===== config.mk =====
export PLATFORM = sky130hd
export DESIGN_NAME = msm_top
export DESIGN_NICKNAME = d
export VERILOG_FILES = /design/src/verilog/msm_pkg.sv /design/src/verilog/msm_mdc_if.sv /design/src/verilog/msm_mdc_gen.sv /design/src/verilog/msm_top.sv
export SDC_FILE = /design/constraint.sdc
export NUM_CORES = 1
export LEC_CHECK = 0
export ABC_CLOCK_PERIOD_IN_PS = 5900
export BUFFER_PORTS_ARGS = -buffer_cell sky130_fd_sc_hd__buf_2
export CORE_ASPECT_RATIO = 1.2
export CORE_UTILIZATION = 25
export DETAILED_ROUTE_END_ITERATION = 8
export GPL_TIMING_DRIVEN = 0
export PLACE_DENSITY = 0.43
export SYNTH_ARGS = -nofsm -noshare
export SYNTH_HDL_FRONTEND = slang
export SYNTH_SLANG_ARGS = --single-unit

===== constraint.sdc =====
create_clock -name MCLK_I -period 5.9 [get_ports MCLK_I]
set_clock_uncertainty 0.15 [all_clocks]
set_input_delay 0.885 -clock MCLK_I [delete_from_list [all_inputs] [get_ports MCLK_I]]
set_output_delay 0.885 -clock MCLK_I [all_outputs]
set_load 0.05 [all_outputs]

===== src/verilog/msm_pkg.sv =====
`default_nettype none
package msm_pkg;
    // Register byte offsets
    localparam logic [15:0] OFS_DATA = 16'ha018;
    localparam logic [15:0] OFS_CTRL = 16'ha01c;
    localparam logic [15:0] OFS_CAM  = 16'ha028;
    localparam logic [15:0] OFS_DROP = 16'ha03c;
    // Reset values
    localparam logic [31:0] CTRL_RST = 32'h0000_8000;
    localparam logic [2:0]  DIV_RST  = 3'h4;
    localparam logic [15:0] DATA_RST = 16'h0000;
    localparam logic [15:0] DROP_RST = 16'h0000;
    // Control field positions
    localparam int B_REG  = 0;
    localparam int B_PHY  = 5;
    localparam int B_WR   = 10;
    localparam int B_BUSY = 11;
    localparam int B_OMIT = 12;
    localparam int B_DIV  = 13;
    // Clock divider: period = 2*code + 16, so half period = code + 8
    localparam logic [3:0] MDC_HALF_BASE = 4'h8;
    // Frame layout
    localparam logic [4:0] LAST_BIT = 5'h1f;
    localparam logic [4:0] TA_BIT   = 5'h0e;
    localparam logic [1:0] SOF      = 2'h1;
    localparam logic [1:0] OP_WR    = 2'h1;
    localparam logic [1:0] OP_RD    = 2'h2;
    localparam logic [1:0] TA_WR    = 2'h2;
    localparam logic [1:0] TA_RD    = 2'h3;
    // Counter, lookup limit, bus size and engine modes
    localparam logic [15:0] ROLL_FROM = 16'h7fff;
    localparam int          CAM_MAX   = 21;
    localparam logic [2:0]  HSIZE_WORD = 3'h2;
    typedef enum logic [1:0] {
        S_IDLE = 2'h0,
        S_PRE  = 2'h1,
        S_XFER = 2'h3
    } msm_mode_t;
endpackage
`default_nettype wire


===== src/verilog/msm_mdc_if.sv =====
`timescale 1ns/1ps
`default_nettype none
interface msm_mdc_if;
    logic       run;
    logic [2:0] div;
    logic       mdc;
    logic       rise;
    logic       fall;
    modport gen (input run, input div, output mdc, output rise, output fall);
    modport use_clk (output run, output div, input mdc, input rise, input fall);
endinterface
`default_nettype wire


===== src/verilog/msm_mdc_gen.sv =====
`timescale 1ns/1ps
`default_nettype none
module msm_mdc_gen (
    input  wire logic  clk_i,
    input  wire logic  rst_i,
    msm_mdc_if.gen     m
);
    typedef struct packed {
        logic [3:0] cnt;
        logic       mdc;
        logic       rise;
        logic       fall;
        logic [3:0] hi_len;
    } msm_gen_t;

    msm_gen_t   s;
    msm_gen_t   next_s;
    logic [3:0] half;

    assign half = {1'b0, m.div} + msm_pkg::MDC_HALF_BASE;

    always_comb begin
        next_s      = s;
        next_s.rise = 1'b0;
        next_s.fall = 1'b0;
        if (!m.run) begin
            // Parked low between frames
            next_s.cnt = 4'h0;
            next_s.mdc = 1'b0;
        end else if (s.cnt == half - 4'h1) begin
            next_s.cnt  = 4'h0;
            next_s.mdc  = !s.mdc;
            next_s.rise = !s.mdc;
            next_s.fall = s.mdc;
        end else begin
            next_s.cnt = s.cnt + 4'h1;
        end
        next_s.hi_len = s.mdc ? s.hi_len + 4'h1 : 4'h0;
    end

    always_ff @(posedge clk_i) begin
        if (rst_i) begin
            s <= '0;
        end else begin
            s <= next_s;
        end
    end

    assign m.mdc  = s.mdc;
    assign m.rise = s.rise;
    assign m.fall = s.fall;

    chk_mdc_high_len: assert property (@(posedge clk_i) disable iff (rst_i)
        ($fell(s.mdc) && m.run) |-> (s.hi_len == half))
        else $error("mdc high phase length wrong");
endmodule // msm_mdc_gen
`default_nettype wire


===== src/verilog/msm_top.sv =====
// Functional notes
// - Sixteen-bit management data register holds write value or read-back value.
// - Control bits 4..0 select one of 32 PHY registers.
// - Control bits 9..5 give the five-bit PHY address.
// - Control bit 10 set means write, clear means read.
// - Writing bit 11 starts a transfer; hardware clears it when done.
// - Control bit 12 set omits the preamble; clear sends it.
// - Management clock period is twice bits 15..13 plus 16 clocks.
// - Divider field resets to 100, control reads 0x8000 after reset.
// - Management settings never touch frame transmit or receive logic.
// - 21-bit mask marks lookup entries 0..20 valid.
// - Mask bits above the implemented entries are ignored.
// - Reading the dropped counter returns its value and clears it.
// - Counting from 0x7FFF to 0x8000 raises the rollover flag.
// - Software may preload the counter to approach rollover sooner.
// - Overflow, parity error or receive disabled counts a dropped packet.
// - Packets rejected by address lookup are never counted.
// - Alignment error at packet end counts.
// - Checksum error counts only when no other error is reported.
//
// The AHB-Lite interface to the registers is this design's own decision.
`timescale 1ns/1ps
`default_nettype none
module msm_top #(
    parameter int CAM_ENTRIES = 21
) (
    input  wire logic                   MCLK_I,
    input  wire logic                   RST_I,
    input  wire logic                   HSEL_I,
    input  wire logic [31:0]            HADDR_I,
    input  wire logic [1:0]             HTRANS_I,
    input  wire logic                   HWRITE_I,
    input  wire logic [2:0]             HSIZE_I,
    input  wire logic [31:0]            HWDATA_I,
    input  wire logic                   HREADY_I,
    output logic                        HREADYOUT_O,
    output logic                        HRESP_O,
    output logic [31:0]                 HRDATA_O,
    output logic                        MDC_O,
    input  wire logic                   MDIO_I,
    output logic                        MDIO_O,
    output logic                        MDIO_OE_N_O,
    input  wire logic                   RX_END_I,
    input  wire logic                   RX_ALIGN_ERR_I,
    input  wire logic                   RX_CRC_ERR_I,
    input  wire logic                   RX_OVERFLOW_I,
    input  wire logic                   RX_PARITY_ERR_I,
    input  wire logic                   RX_EN_I,
    input  wire logic                   RX_CAM_REJECT_I,
    output logic [CAM_ENTRIES-1:0]      CAM_VALID_O,
    output logic                        ROLL_SET_O
);
    localparam int BUSY_LIMIT = 2000;

    generate
        if (CAM_ENTRIES < 1 || CAM_ENTRIES > msm_pkg::CAM_MAX) begin : g_bad
            $error("CAM_ENTRIES out of range");
        end
    endgenerate

    typedef struct packed {
        logic                   ap_v;
        logic                   rd_w;
        logic [15:0]            ap_ad;
        logic [31:0]            rdata;
        logic [15:0]            data;
        logic [4:0]             reg_a;
        logic [4:0]             phy_a;
        logic                   wr;
        logic                   busy;
        logic                   omit;
        logic [2:0]             div;
        logic [CAM_ENTRIES-1:0] cam;
        logic [15:0]            drop;
        logic                   roll;
        msm_pkg::msm_mode_t     mode;
        logic [4:0]             bits;
        logic [31:0]            sh;
        logic                   mdo;
        logic                   oe_n;
        logic                   sy1;
        logic                   sy2;
        logic [10:0]            busy_t;
    } msm_state_t;

    msm_state_t s;
    msm_state_t next_s;
    msm_mdc_if  mif ();

    logic        acc;
    logic        wr_ph;
    logic        rd_ph;
    logic        rd_clr;
    logic        inc;
    logic [15:0] base;

    // Word-aligned hit on one register
    function automatic logic hit(input logic [15:0] a, input logic [15:0] o);
        return a[15:2] == o[15:2];
    endfunction

    function automatic logic [31:0] rd_mux(input msm_state_t st);
        logic [31:0] r;
        r = 32'h0000_0000;
        if (hit(st.ap_ad, msm_pkg::OFS_DATA)) begin
            r = {16'h0000, st.data};
        end else if (hit(st.ap_ad, msm_pkg::OFS_CTRL)) begin
            r = {16'h0000, st.div, st.omit, st.busy, st.wr, st.phy_a, st.reg_a};
        end else if (hit(st.ap_ad, msm_pkg::OFS_CAM)) begin
            r = 32'(st.cam);
        end else if (hit(st.ap_ad, msm_pkg::OFS_DROP)) begin
            r = {16'h0000, st.drop};
        end
        return r;
    endfunction

    msm_mdc_gen u_mdc (
        .clk_i (MCLK_I),
        .rst_i (RST_I),
        .m     (mif.gen)
    );

    assign mif.run = (s.mode != msm_pkg::S_IDLE);
    assign mif.div = s.div;

    // Bus decode; only whole-word transfers are taken
    assign acc   = HSEL_I && HTRANS_I[1] && HREADY_I && (HSIZE_I == msm_pkg::HSIZE_WORD);
    assign wr_ph = s.ap_v;
    assign rd_ph = s.rd_w;
    assign rd_clr = rd_ph && hit(s.ap_ad, msm_pkg::OFS_DROP);

    // One count per finished, lookup-accepted packet that shows an error or arrives with receive disabled
    assign inc = RX_END_I && !RX_CAM_REJECT_I && (
        RX_OVERFLOW_I || RX_PARITY_ERR_I || !RX_EN_I
        || RX_ALIGN_ERR_I
        || (RX_CRC_ERR_I && !RX_ALIGN_ERR_I && !RX_OVERFLOW_I && !RX_PARITY_ERR_I));

    // Preload or clear forms the base; an event in the same cycle still counts
    always_comb begin
        base = s.drop;
        if (rd_clr) begin
            base = msm_pkg::DROP_RST;
        end else if (wr_ph && hit(s.ap_ad, msm_pkg::OFS_DROP)) begin
            base = HWDATA_I[15:0];
        end
    end

    always_comb begin
        next_s      = s;
        next_s.roll = 1'b0;
        next_s.sy1  = MDIO_I;
        next_s.sy2  = s.sy1;

        // Address phase capture
        if (acc) begin
            next_s.ap_ad = HADDR_I[15:0];
        end
        next_s.ap_v = acc && HWRITE_I;
        next_s.rd_w = acc && !HWRITE_I;

        // Read data is taken in the single wait cycle
        if (rd_ph) begin
            next_s.rdata = rd_mux(s);
        end

        // Write data phase; settings only feed the management engine
        if (wr_ph && !s.busy) begin
            if (hit(s.ap_ad, msm_pkg::OFS_DATA)) begin
                next_s.data = HWDATA_I[15:0];
            end
            if (hit(s.ap_ad, msm_pkg::OFS_CTRL)) begin
                next_s.reg_a = HWDATA_I[msm_pkg::B_REG +: 5];
                next_s.phy_a = HWDATA_I[msm_pkg::B_PHY +: 5];
                next_s.wr    = HWDATA_I[msm_pkg::B_WR];
                next_s.busy  = HWDATA_I[msm_pkg::B_BUSY];
                next_s.omit  = HWDATA_I[msm_pkg::B_OMIT];
                next_s.div   = HWDATA_I[msm_pkg::B_DIV +: 3];
            end
        end
        if (wr_ph && hit(s.ap_ad, msm_pkg::OFS_CAM)) begin
            next_s.cam = HWDATA_I[CAM_ENTRIES-1:0];
        end

        next_s.drop = base + {15'h0000, inc};
        next_s.roll = inc && (base == msm_pkg::ROLL_FROM);

        // Management frame engine
        case (s.mode)
            msm_pkg::S_IDLE: begin
                if (s.busy) begin
                    next_s.bits = 5'h00;
                    next_s.sh   = {msm_pkg::SOF,
                                   s.wr ? msm_pkg::OP_WR : msm_pkg::OP_RD,
                                   s.phy_a, s.reg_a,
                                   s.wr ? msm_pkg::TA_WR : msm_pkg::TA_RD,
                                   s.wr ? s.data : 16'hffff};
                    next_s.oe_n = 1'b0;
                    if (s.omit) begin
                        next_s.mode = msm_pkg::S_XFER;
                        next_s.mdo  = 1'b0;
                    end else begin
                        next_s.mode = msm_pkg::S_PRE;
                        next_s.mdo  = 1'b1;
                    end
                end
            end
            msm_pkg::S_PRE: begin
                if (mif.rise) begin
                    next_s.bits = s.bits + 5'h01;
                    if (s.bits == msm_pkg::LAST_BIT) begin
                        next_s.mode = msm_pkg::S_XFER;
                        next_s.bits = 5'h00;
                    end
                end
                if (mif.fall) begin
                    next_s.mdo = 1'b1;
                end
            end
            msm_pkg::S_XFER: begin
                // Drive on the falling edge, sample on the rising edge
                if (mif.fall) begin
                    next_s.mdo  = s.sh[31];
                    next_s.oe_n = !s.wr && (s.bits >= msm_pkg::TA_BIT);
                end
                if (mif.rise) begin
                    next_s.sh   = {s.sh[30:0], s.sy2};
                    next_s.bits = s.bits + 5'h01;
                    if (s.bits == msm_pkg::LAST_BIT) begin
                        if (!s.wr) begin
                            next_s.data = {s.sh[14:0], s.sy2};
                        end
                        next_s.busy = 1'b0;
                        next_s.mode = msm_pkg::S_IDLE;
                        next_s.oe_n = 1'b1;
                        next_s.mdo  = 1'b1;
                    end
                end
            end
            default: begin
                next_s.mode = msm_pkg::S_IDLE;
                next_s.oe_n = 1'b1;
            end
        endcase

        next_s.busy_t = s.busy ? s.busy_t + 11'h001 : 11'h000;
    end

    always_ff @(posedge MCLK_I) begin
        if (RST_I) begin
            s      <= '0;
            s.div  <= msm_pkg::DIV_RST;
            s.data <= msm_pkg::DATA_RST;
            s.drop <= msm_pkg::DROP_RST;
            s.mode <= msm_pkg::S_IDLE;
            s.mdo  <= 1'b1;
            s.oe_n <= 1'b1;
        end else begin
            s <= next_s;
        end
    end

    assign HREADYOUT_O = !s.rd_w;
    assign HRESP_O     = 1'b0;
    assign HRDATA_O    = s.rdata;
    assign MDC_O       = mif.mdc;
    assign MDIO_O      = s.mdo;
    assign MDIO_OE_N_O = s.oe_n;
    assign CAM_VALID_O = s.cam;
    assign ROLL_SET_O  = s.roll;

    chk_ctrl_after_reset: assert property (@(posedge MCLK_I) disable iff (RST_I)
        $fell(RST_I) |-> ({s.div, s.omit, s.busy, s.wr, s.phy_a, s.reg_a}
                          == msm_pkg::CTRL_RST[15:0]))
        else $error("control not at reset value");

    chk_busy_ends: assert property (@(posedge MCLK_I) disable iff (RST_I)
        s.busy_t < 11'(BUSY_LIMIT))
        else $error("management transfer never finished");

    chk_busy_start: assert property (@(posedge MCLK_I) disable iff (RST_I)
        ($rose(s.busy) && s.mode == msm_pkg::S_IDLE) |=> (s.mode != msm_pkg::S_IDLE))
        else $error("transfer did not start");

    chk_preamble_omit: assert property (@(posedge MCLK_I) disable iff (RST_I)
        (s.mode == msm_pkg::S_IDLE && s.busy && s.omit) |=> (s.mode == msm_pkg::S_XFER))
        else $error("preamble sent while omitted");

    chk_preamble_ones: assert property (@(posedge MCLK_I) disable iff (RST_I)
        (s.mode == msm_pkg::S_PRE) |-> (s.mdo && !s.oe_n))
        else $error("preamble bit not driven one");

    chk_write_drives: assert property (@(posedge MCLK_I) disable iff (RST_I)
        (s.mode == msm_pkg::S_XFER && s.wr) |-> !s.oe_n)
        else $error("write frame released the data line");

    chk_read_release: assert property (@(posedge MCLK_I) disable iff (RST_I)
        (s.mode == msm_pkg::S_XFER && !s.wr && mif.fall && s.bits >= msm_pkg::TA_BIT)
        |=> s.oe_n)
        else $error("read frame kept driving after turnaround");

    chk_read_data: assert property (@(posedge MCLK_I) disable iff (RST_I)
        ($fell(s.busy) && !s.wr) |-> (s.data == {$past(s.sh[14:0]), $past(s.sy2)}))
        else $error("read data not stored at completion");

    chk_read_clears: assert property (@(posedge MCLK_I) disable iff (RST_I)
        (rd_clr && !inc) |=> (s.drop == 16'h0000 && s.rdata[15:0] == $past(s.drop)))
        else $error("counter read did not clear");

    chk_preload: assert property (@(posedge MCLK_I) disable iff (RST_I)
        (wr_ph && hit(s.ap_ad, msm_pkg::OFS_DROP) && !inc) |=>
        (s.drop == $past(HWDATA_I[15:0])))
        else $error("counter preload lost");

    chk_roll_flag: assert property (@(posedge MCLK_I) disable iff (RST_I)
        (inc && !rd_clr && !wr_ph && s.drop == msm_pkg::ROLL_FROM) |=>
        (ROLL_SET_O && s.drop == 16'h8000))
        else $error("rollover flag missing");

    chk_reject_ignored: assert property (@(posedge MCLK_I) disable iff (RST_I)
        (RX_END_I && RX_CAM_REJECT_I && !rd_ph && !wr_ph) |=> $stable(s.drop))
        else $error("rejected packet counted");

    chk_crc_only: assert property (@(posedge MCLK_I) disable iff (RST_I)
        (RX_END_I && !RX_CAM_REJECT_I && RX_CRC_ERR_I && RX_EN_I && !rd_ph && !wr_ph
         && s.drop != 16'hffff) |=> (s.drop == $past(s.drop) + 16'h0001))
        else $error("packet with error not counted once");

    chk_cam_mask: assert property (@(posedge MCLK_I) disable iff (RST_I)
        (wr_ph && hit(s.ap_ad, msm_pkg::OFS_CAM)) |=> (CAM_VALID_O == $past(HWDATA_I[CAM_ENTRIES-1:0])))
        else $error("entry mask write lost");

    chk_roll_value: assert property (@(posedge MCLK_I) disable iff (RST_I)
        ROLL_SET_O |-> (s.drop == 16'h8000))
        else $error("rollover flag without rollover value");

    chk_mdc_parked: assert property (@(posedge MCLK_I) disable iff (RST_I)
        (s.mode == msm_pkg::S_IDLE && $past(s.mode) == msm_pkg::S_IDLE) |-> !MDC_O)
        else $error("management clock runs while idle");

    chk_line_idle: assert property (@(posedge MCLK_I) disable iff (RST_I)
        (s.mode == msm_pkg::S_IDLE && !s.busy) |-> (MDIO_OE_N_O && MDIO_O))
        else $error("data line not released while idle");

    chk_busy_refuse: assert property (@(posedge MCLK_I) disable iff (RST_I)
        (wr_ph && s.busy && hit(s.ap_ad, msm_pkg::OFS_CTRL))
        |=> ($stable(s.div) && $stable(s.phy_a) && $stable(s.reg_a)))
        else $error("control changed during a transfer");
endmodule // msm_top
`default_nettype wire


==> results of run 1 <==
-- sequential cells by signal, summed over array words and instances, names as in the netlist --
| register | flops |
|---|---|
| mif.div | 3 |
| wr_ph | 1 |
| u_mdc.s | 4 |
| CAM_VALID_O | 21 |
| u_mdc.m.fall | 1 |
| rd_ph | 1 |
| u_mdc.m.rise | 1 |
| ROLL_SET_O | 1 |
| next_s | 1 |
| MDIO_OE_N_O | 1 |
| MDIO_O | 1 |
| s | 99 |
| HRDATA_O | 21 |
| u_mdc.m.mdc | 1 |
-- cells in the mapped netlist (5+ instances only) --
cell,count
a21oi_1,95
dfxtp_1,157
nor3_1,7
a31oi_1,5
mux2i_1,55
nor2_1,110
buf_2,5
a221oi_1,27
a222oi_1,10
nor2b_1,18
nand3_1,13
nand2_1,97
a211oi_1,29
and3_1,13
buf_4,55
inv_1,28
o21ai_0,32
clkbuf_1,55
nand4_1,7
a22oi_1,12
xnor2_1,8
ha_1,7
-- cell families (layout without fill, tap and decap cells) --
| family | count (synthesis) | after routing |
|---|---|---|
| buffers and inverters | 147 | 277 |
| xor gates and xnor gates | 11 | 11 |
| other | 1 | 12 |
| and+or+nand+nor | 310 | 310 |
| DFF | 157 | 157 |
| AOI/OAI and AO/OA | 229 | 229 |
| muxes | 55 | 55 |
| adders and majority gates | 7 | 7 |
-- path summary, 6_finish.rpt --
check	start	cells past startpoint	end	slack, ps
worst max register to register	s[165]$_SDFFE_PP0P_	12	s[69]$_SDFF_PP0_	2250
worst min register to register	next_s[11]$_SDFF_PP0_	1	s[11]$_SDFF_PP0_	290
worst min-delay path	next_s[11]$_SDFF_PP0_	1	s[11]$_SDFF_PP0_	290
worst max-delay path	s[165]$_SDFFE_PP0P_	12	s[69]$_SDFF_PP0_	2250
-- power by group --
| group | switching (W) | internal [W] |
|---|---|---|
| Combinational | 0.000111 | 0.0000606 |
| Sequential | 0.0000222 | 0.00108 |
| Clock | 0.000484 | 0.000651 |
| Total | 0.000618 | 0.00179 |
-- through the flow --
| stage | worst slack, ps | total power, W | cell area, µm² | util |
|---|---|---|---|---|
| after floorplan | 2940 | 0.00122 | 7720 | - |
| after global placement | 2290 | 0.00129 | 8700 | 0.291 |
| after detailed placement | 2280 | 0.00129 | 8700 | 0.291 |
| after CTS | 2260 | 0.00243 | 9290 | 0.311 |
| after global routing | 2020 | 0.00249 | 9290 | 0.311 |
| final | 2250 | 0.00240 | 9290 | 0.311 |
-- worst max-delay path: stages, from the launching register on --
cell     delay [ps]
dfxtp_1         350
nor4_4          410
and4_4          320
buf_6           150
buf_2           240
a21oi_1         130
o21ai_0         170
ha_1            230
ha_1            250
inv_1            90
nor4_2          710
and3_1          270
nor3_2           40
-- per-layer routing --
layer  vias to the layer above  track usage  wire length (µm)
met5                         -            0                 0
met4                         0       0.0496               372
met3                        20       0.0267              1030
met2                       170        0.300             13400
met1                      3266        0.222             12300
li1                       3439            -                 -
-- layout make-up --
cell class | count | area, µm² | area share
well taps | 390 | 488 | 0.0525
clock buffers | 21 | 460 | 0.0496
clock inverters | 11 | 130 | 0.0140
plain buffers | 119 | 667 | 0.0718
repair buffers | 98 | 490 | 0.0528
inverters | 28 | 105 | 0.0113
flip-flops and latches | 157 | 3140 | 0.338
multi-input cells | 624 | 3800 | 0.410
==> impl_metrics.env, run 1 <==
export IMPL_setup_viol=0
export IMPL_synth_top_area_share=0.409
export IMPL_min_path_type="flip-flop to flip-flop"
export IMPL_pin_count=141
export IMPL_crit_path_end_kind="flip-flop"
export IMPL_wl_um=27100
export IMPL_vias=6895
export IMPL_routedWlPerCell_um=18.7
export IMPL_cts_sinks=157
export IMPL_die_h_um=194
export IMPL_final_hold_viol_count=0
export IMPL_crit_arrival_ps=3800
export IMPL_cp_max_fo=10
export IMPL_core_area_um2=29900
export IMPL_firstDrtPassIters=6
export IMPL_cts_buffer_depth=2
export IMPL_ant_nets=0
export IMPL_post_place_cells=1416
export IMPL_track_usage=0.174
export IMPL_grt_overflow=0
export IMPL_die_w_um=162
export IMPL_area_delta_synth_final_pct=21.0
export IMPL_fin_hold_ws_ps=293
export IMPL_synth_xor_area_frac=0.0125
export IMPL_ys_flop_type="dfxtp_1"
export IMPL_syn_area_um2=7680
export IMPL_clockRootBuffer="clkbuf_16"
export IMPL_io_buffers=98
export IMPL_synth_cells=917
export IMPL_drive_above_1_share=0.199
export IMPL_maxCapViolations=0
export IMPL_cts_setup_buffers=0
export IMPL_grt_max_degree=17
export IMPL_post_cts_resize_count=0
export IMPL_vdd_drop_max_mv=0.172
export IMPL_grt_pass1_wl_um=40900
export IMPL_gp_congestion=0.825
export IMPL_fin_crit_ps=3650
export IMPL_grt_antenna_before_repair=0
export IMPL_required_ps=6050
export IMPL_finalCritPeriodShare=0.619
export IMPL_max_slew_margin_rel=0.383
export IMPL_cts_tree="built"
export IMPL_numCtsBuffers=17
export IMPL_viasPerCell=4.76
export IMPL_cellPowerDensity_nw_per_um2=259
export IMPL_yosysUniqueCellTypes=67
export IMPL_drcViolationCount=0
export IMPL_synth_async_reset_ratio=0
export IMPL_cp_start_kind="flip-flop"
export IMPL_synth_compound_area_frac=0.195
export IMPL_clk_pin_slew_worst_paths_ps=70
export IMPL_final_common_cell="dfxtp_1"
export IMPL_nFillCells=3253
export IMPL_htree_levels=4
export IMPL_fin_setup_tns_ps=0
export IMPL_instances_no_fill=1448
export IMPL_clock_latency_ps=440
export IMPL_synth_area_top_cells="dfxtp_1 41%, mux2i_1 7.2%, a21oi_1 6.2%, buf_4 5.4%, nor2_1 5.4%"
export IMPL_rows=69
export IMPL_synth_seq_area_share=0.409
export IMPL_layout_common_cells="157 x dfxtp_1, 110 x nor2_1, 103 x buf_2"
export IMPL_drt_iter0_markers=512
export IMPL_n_antenna_cell=0
export IMPL_status="finished, final reports clean"
export IMPL_hold_buffers=0
export IMPL_grt_pass1_vias=6673
export IMPL_synth_top_family_by_area="simple AND/OR/NAND/NOR gates"
export IMPL_synth_fa_ha_area_frac=0.0114
export IMPL_avgSynthCellArea_um2=8.37
export IMPL_final_nets=1134
export IMPL_rsz0062_at_grt="false"
export IMPL_drv_slew=0
export IMPL_initial_core_util=0.257
export IMPL_ys_seq_elements=157
export IMPL_p_leak_nw=3.60
export IMPL_hpwl_um=20400
export IMPL_synthSimpleGateAreaFrac=0.199
export IMPL_synth_edf_count=0
export IMPL_synthMuxAreaShare=0.0717
export IMPL_ys_warnings_count=0
export IMPL_criticalPathCategory="flip-flop to flip-flop"
export IMPL_worst_slew_pin_slew_ps=926
export IMPL_synth_area_leader_cell="dfxtp_1"
export IMPL_fp_dieArea_um2=31400
export IMPL_fmax_mhz=274
(Power assumes the default switching activity.)
==> run 2, diff against run 1 <==
ABC_AREA = 1   (was not set)
ABC_CLOCK_PERIOD_IN_PS = 3700   (was 5900)
clock period = 3.7 ns   (was 5.9 ns; I/O delays follow)
==> impl_metrics.env, run 2 <==
export IMPL_fin_util=0.310
export IMPL_n_antenna_cell=0
export IMPL_place_ws_ps=720
export IMPL_crit_path_end_kind="flip-flop"
export IMPL_final_nets=1289
export IMPL_clk_pin_slew_worst_paths_ps=70
export IMPL_track_usage=0.180
export IMPL_yosysUniqueCellTypes=43
export IMPL_drv_slew=0
export IMPL_synthSimpleGateAreaFrac=0.214
export IMPL_largest_reg_flops=99
export IMPL_drive_above_1_share=0.177
export IMPL_p_leak_nw=3.84
export IMPL_nFillCells=3344
export IMPL_core_area_um2=29900
export IMPL_synth_area_leader_cell="dfxtp_1"
export IMPL_crit_arrival_ps=3170
export IMPL_worstPathCellList="nand2_1 -> inv_2 -> nand2_2 -> nor2_8 -> nand3_2 -> buf_2 -> o21ai_0 -> a21oi_1 -> ha_1 -> ha_1 -> nand4_1 -> nor2_1 -> nand2_1 -> nand2_1 -> a21oi_1"
export IMPL_min_path_type="input pin to flip-flop"
export IMPL_setup_viol=0
export IMPL_ys_flop_type="dfxtp_1"
export IMPL_wl_um=27800
export IMPL_netlist_top_cells_count="185 x nand2_1, 157 x dfxtp_1, 116 x inv_1"
export IMPL_grt_max_degree=17
export IMPL_area_delta_synth_final_pct=20.8
export IMPL_finalInstanceArea_um2=9270
export IMPL_ff_latch_area_um2=3140
export IMPL_htree_levels=4
export IMPL_synth_xor_area_frac=0.00684
export IMPL_gp_congestion=0.882
export IMPL_routedWlPerCell_um=17.3
export IMPL_rsz0062_at_grt="false"
export IMPL_multi_input_area_um2=3460
export IMPL_cp_max_fo=10
export IMPL_swShare=0.255
export IMPL_intPower_w=0.00273
export IMPL_finalCritPeriodShare=0.818
export IMPL_critPathTopFamily="simple AND/OR/NAND/NOR gates"
export IMPL_cts_setup_buffers=0
export IMPL_hpwl_um=21100
export IMPL_drt_iter0_markers=527
export IMPL_grt_overflow=0
export IMPL_die_w_um=162
export IMPL_clock_latency_ps=440
export IMPL_io_buffers=97
export IMPL_synth_async_reset_ratio=0
export IMPL_combPwrFrac=0.051
export IMPL_cp_buffers_inverters=2
export IMPL_grt_pass1_wl_um=42700
export IMPL_synth_most_common_cell="nand2_1"
export IMPL_synth_edf_count=0
export IMPL_grt_antenna_before_repair=0
export IMPL_cp_start_kind="flip-flop"
export IMPL_fin_setup_tns_ps=0
export IMPL_criticalPathCategory="flip-flop to flip-flop"
export IMPL_synth_top_area_share=0.409
export IMPL_worst_slack_ps=674
export IMPL_placed_cell_area_um2=8690
export IMPL_syn_area_um2=7680
export IMPL_maxCapViolations=0
export IMPL_initial_core_util=0.257
export IMPL_synth_top_family_by_area="simple AND/OR/NAND/NOR gates"
export IMPL_numCtsBuffers=17
export IMPL_synth_fa_ha_area_frac=0.0114
export IMPL_rows=69
export IMPL_avgSynthCellArea_um2=7.16
export IMPL_cts_tree="built"
export IMPL_cpPeakStageDelay_ps=360
export IMPL_ys_seq_elements=157
export IMPL_viasPerCell=4.71
export IMPL_regMostFlops="s"
export IMPL_pin_count=141
export IMPL_synth_area_top_cells="dfxtp_1 41%, nand2_1 9.0%, o21ai_0 7.0%, inv_1 5.7%, buf_4 5.5%"
export IMPL_final_hold_viol_count=0
export IMPL_synth_compound_area_frac=0.213
export IMPL_die_h_um=194
export IMPL_cts_buffer_depth=2
export IMPL_vias=7550
export IMPL_synthMuxAreaShare=0
export IMPL_seqPwrFrac=0.465
export IMPL_fp_dieArea_um2=31400
export IMPL_fmax_mhz=330
export IMPL_drcViolationCount=0
export IMPL_critical_path_most_common_cell="nand2_1"
export IMPL_cellPowerDensity_nw_per_um2=395
export IMPL_max_slew_margin_rel=0.389
export IMPL_final_common_cell="nand2_1"
export IMPL_clock_power_share=0.485
export IMPL_required_ps=3840
export IMPL_synth_cells=1073
export IMPL_grt_pass1_vias=7111
export IMPL_clockRootBuffer="clkbuf_16"
export IMPL_status="finished, final reports clean"
export IMPL_vdd_drop_max_mv=0.318
export IMPL_p_sw_w=0.000934
export IMPL_ant_nets=0
export IMPL_worst_slew_pin_slew_ps=917
export IMPL_synth_seq_area_share=0.409
export IMPL_firstDrtPassIters=7
export IMPL_cts_sinks=157
export IMPL_post_cts_resize_count=0
export IMPL_fin_crit_ps=3030
export IMPL_ys_warnings_count=0
export IMPL_hold_buffers=0
export IMPL_layout_common_cells="185 x nand2_1, 157 x dfxtp_1, 116 x inv_1"
export IMPL_slowest_stage="nor2_1"
run 2: routing by layer:
| layer | track usage | vias to the layer above | part of all wire |
|---|---|---|---|
| met2 | 0.304 | 242 | 0.48 |
| met3 | 0.0282 | 30 | 0.049 |
| met4 | 0.0590 | 0 | 0.021 |
| li1 | - | 3777 | - |
| met5 | 0 | - | 0 |
| met1 | 0.232 | 3501 | 0.45 |
run 2: through the flow:
step | hold WS (ps) | std cells | power [W]
global placement | 240 | 1571 | 0.00193
floorplan | 238 | 1084 | 0.00185
global route | 132 | 1603 | 0.00377
detailed placement | 247 | 1571 | 0.00193
finish | 141 | 1603 | 0.00366
CTS | 129 | 1603 | 0.00370
run 2: cell families (layout without fill, tap and decap cells):
family,count (synthesis),count (layout)
AND/OR/NAND/NOR,380,380
AO/OA/AOI/OAI,287,287
buffers and inverters,235,364
flip-flops,157,157
adder cells (fa/ha/maj),7,7
XOR/XNOR,6,6
other,1,12
run 2: worst paths after layout:
path / from / end / slack (ps) / cells past startpoint
worst max-delay path: s[158]$_SDFFE_PP0P_ / s[69]$_SDFF_PP0_ / 670 / 15
worst min-delay path: HWRITE_I / rd_ph$_SDFF_PP0_ / 140 / 2
worst max register to register: s[158]$_SDFFE_PP0P_ / s[69]$_SDFF_PP0_ / 670 / 15
worst min register to register: next_s[11]$_SDFF_PP0_ / s[11]$_SDFF_PP0_ / 250 / 2
run 2: power groups by stage:
| stage | combinational [W] | clock, W | sequential (W) |
|---|---|---|---|
| 2_1_floorplan | 0.000104 | 0 | 0.00174 |
| 3_3_place_gp | 0.000186 | 0 | 0.00174 |
| 3_5_place_dp | 0.000186 | 0 | 0.00174 |
| 4_1_cts | 0.000187 | 0.00181 | 0.00170 |
| 5_1_grt | 0.000201 | 0.00187 | 0.00170 |
| 6_report | 0.000185 | 0.00177 | 0.00170 |
run 2: final cells by class:
type / instances / share of cell area
Multi-Input combinational cell: 692 / 0.373
Sequential cell: 157 / 0.339
Buffer: 115 / 0.0714
Tap cell: 390 / 0.0526
Timing Repair Buffer: 97 / 0.0523
Clock buffer: 19 / 0.0488
Inverter: 120 / 0.0486
Clock inverter: 13 / 0.0139
run 2: worst reg2reg max path: stages (launching register included):
cell and delay, ps:
dfxtp_1 350, nand2_1 110, inv_2 40, nand2_2 100, nor2_8 50, nand3_2 230, buf_2 290, o21ai_0 110
a21oi_1 190, ha_1 230, ha_1 190, nand4_1 260, nor2_1 360, nand2_1 100, nand2_1 70, a21oi_1 50
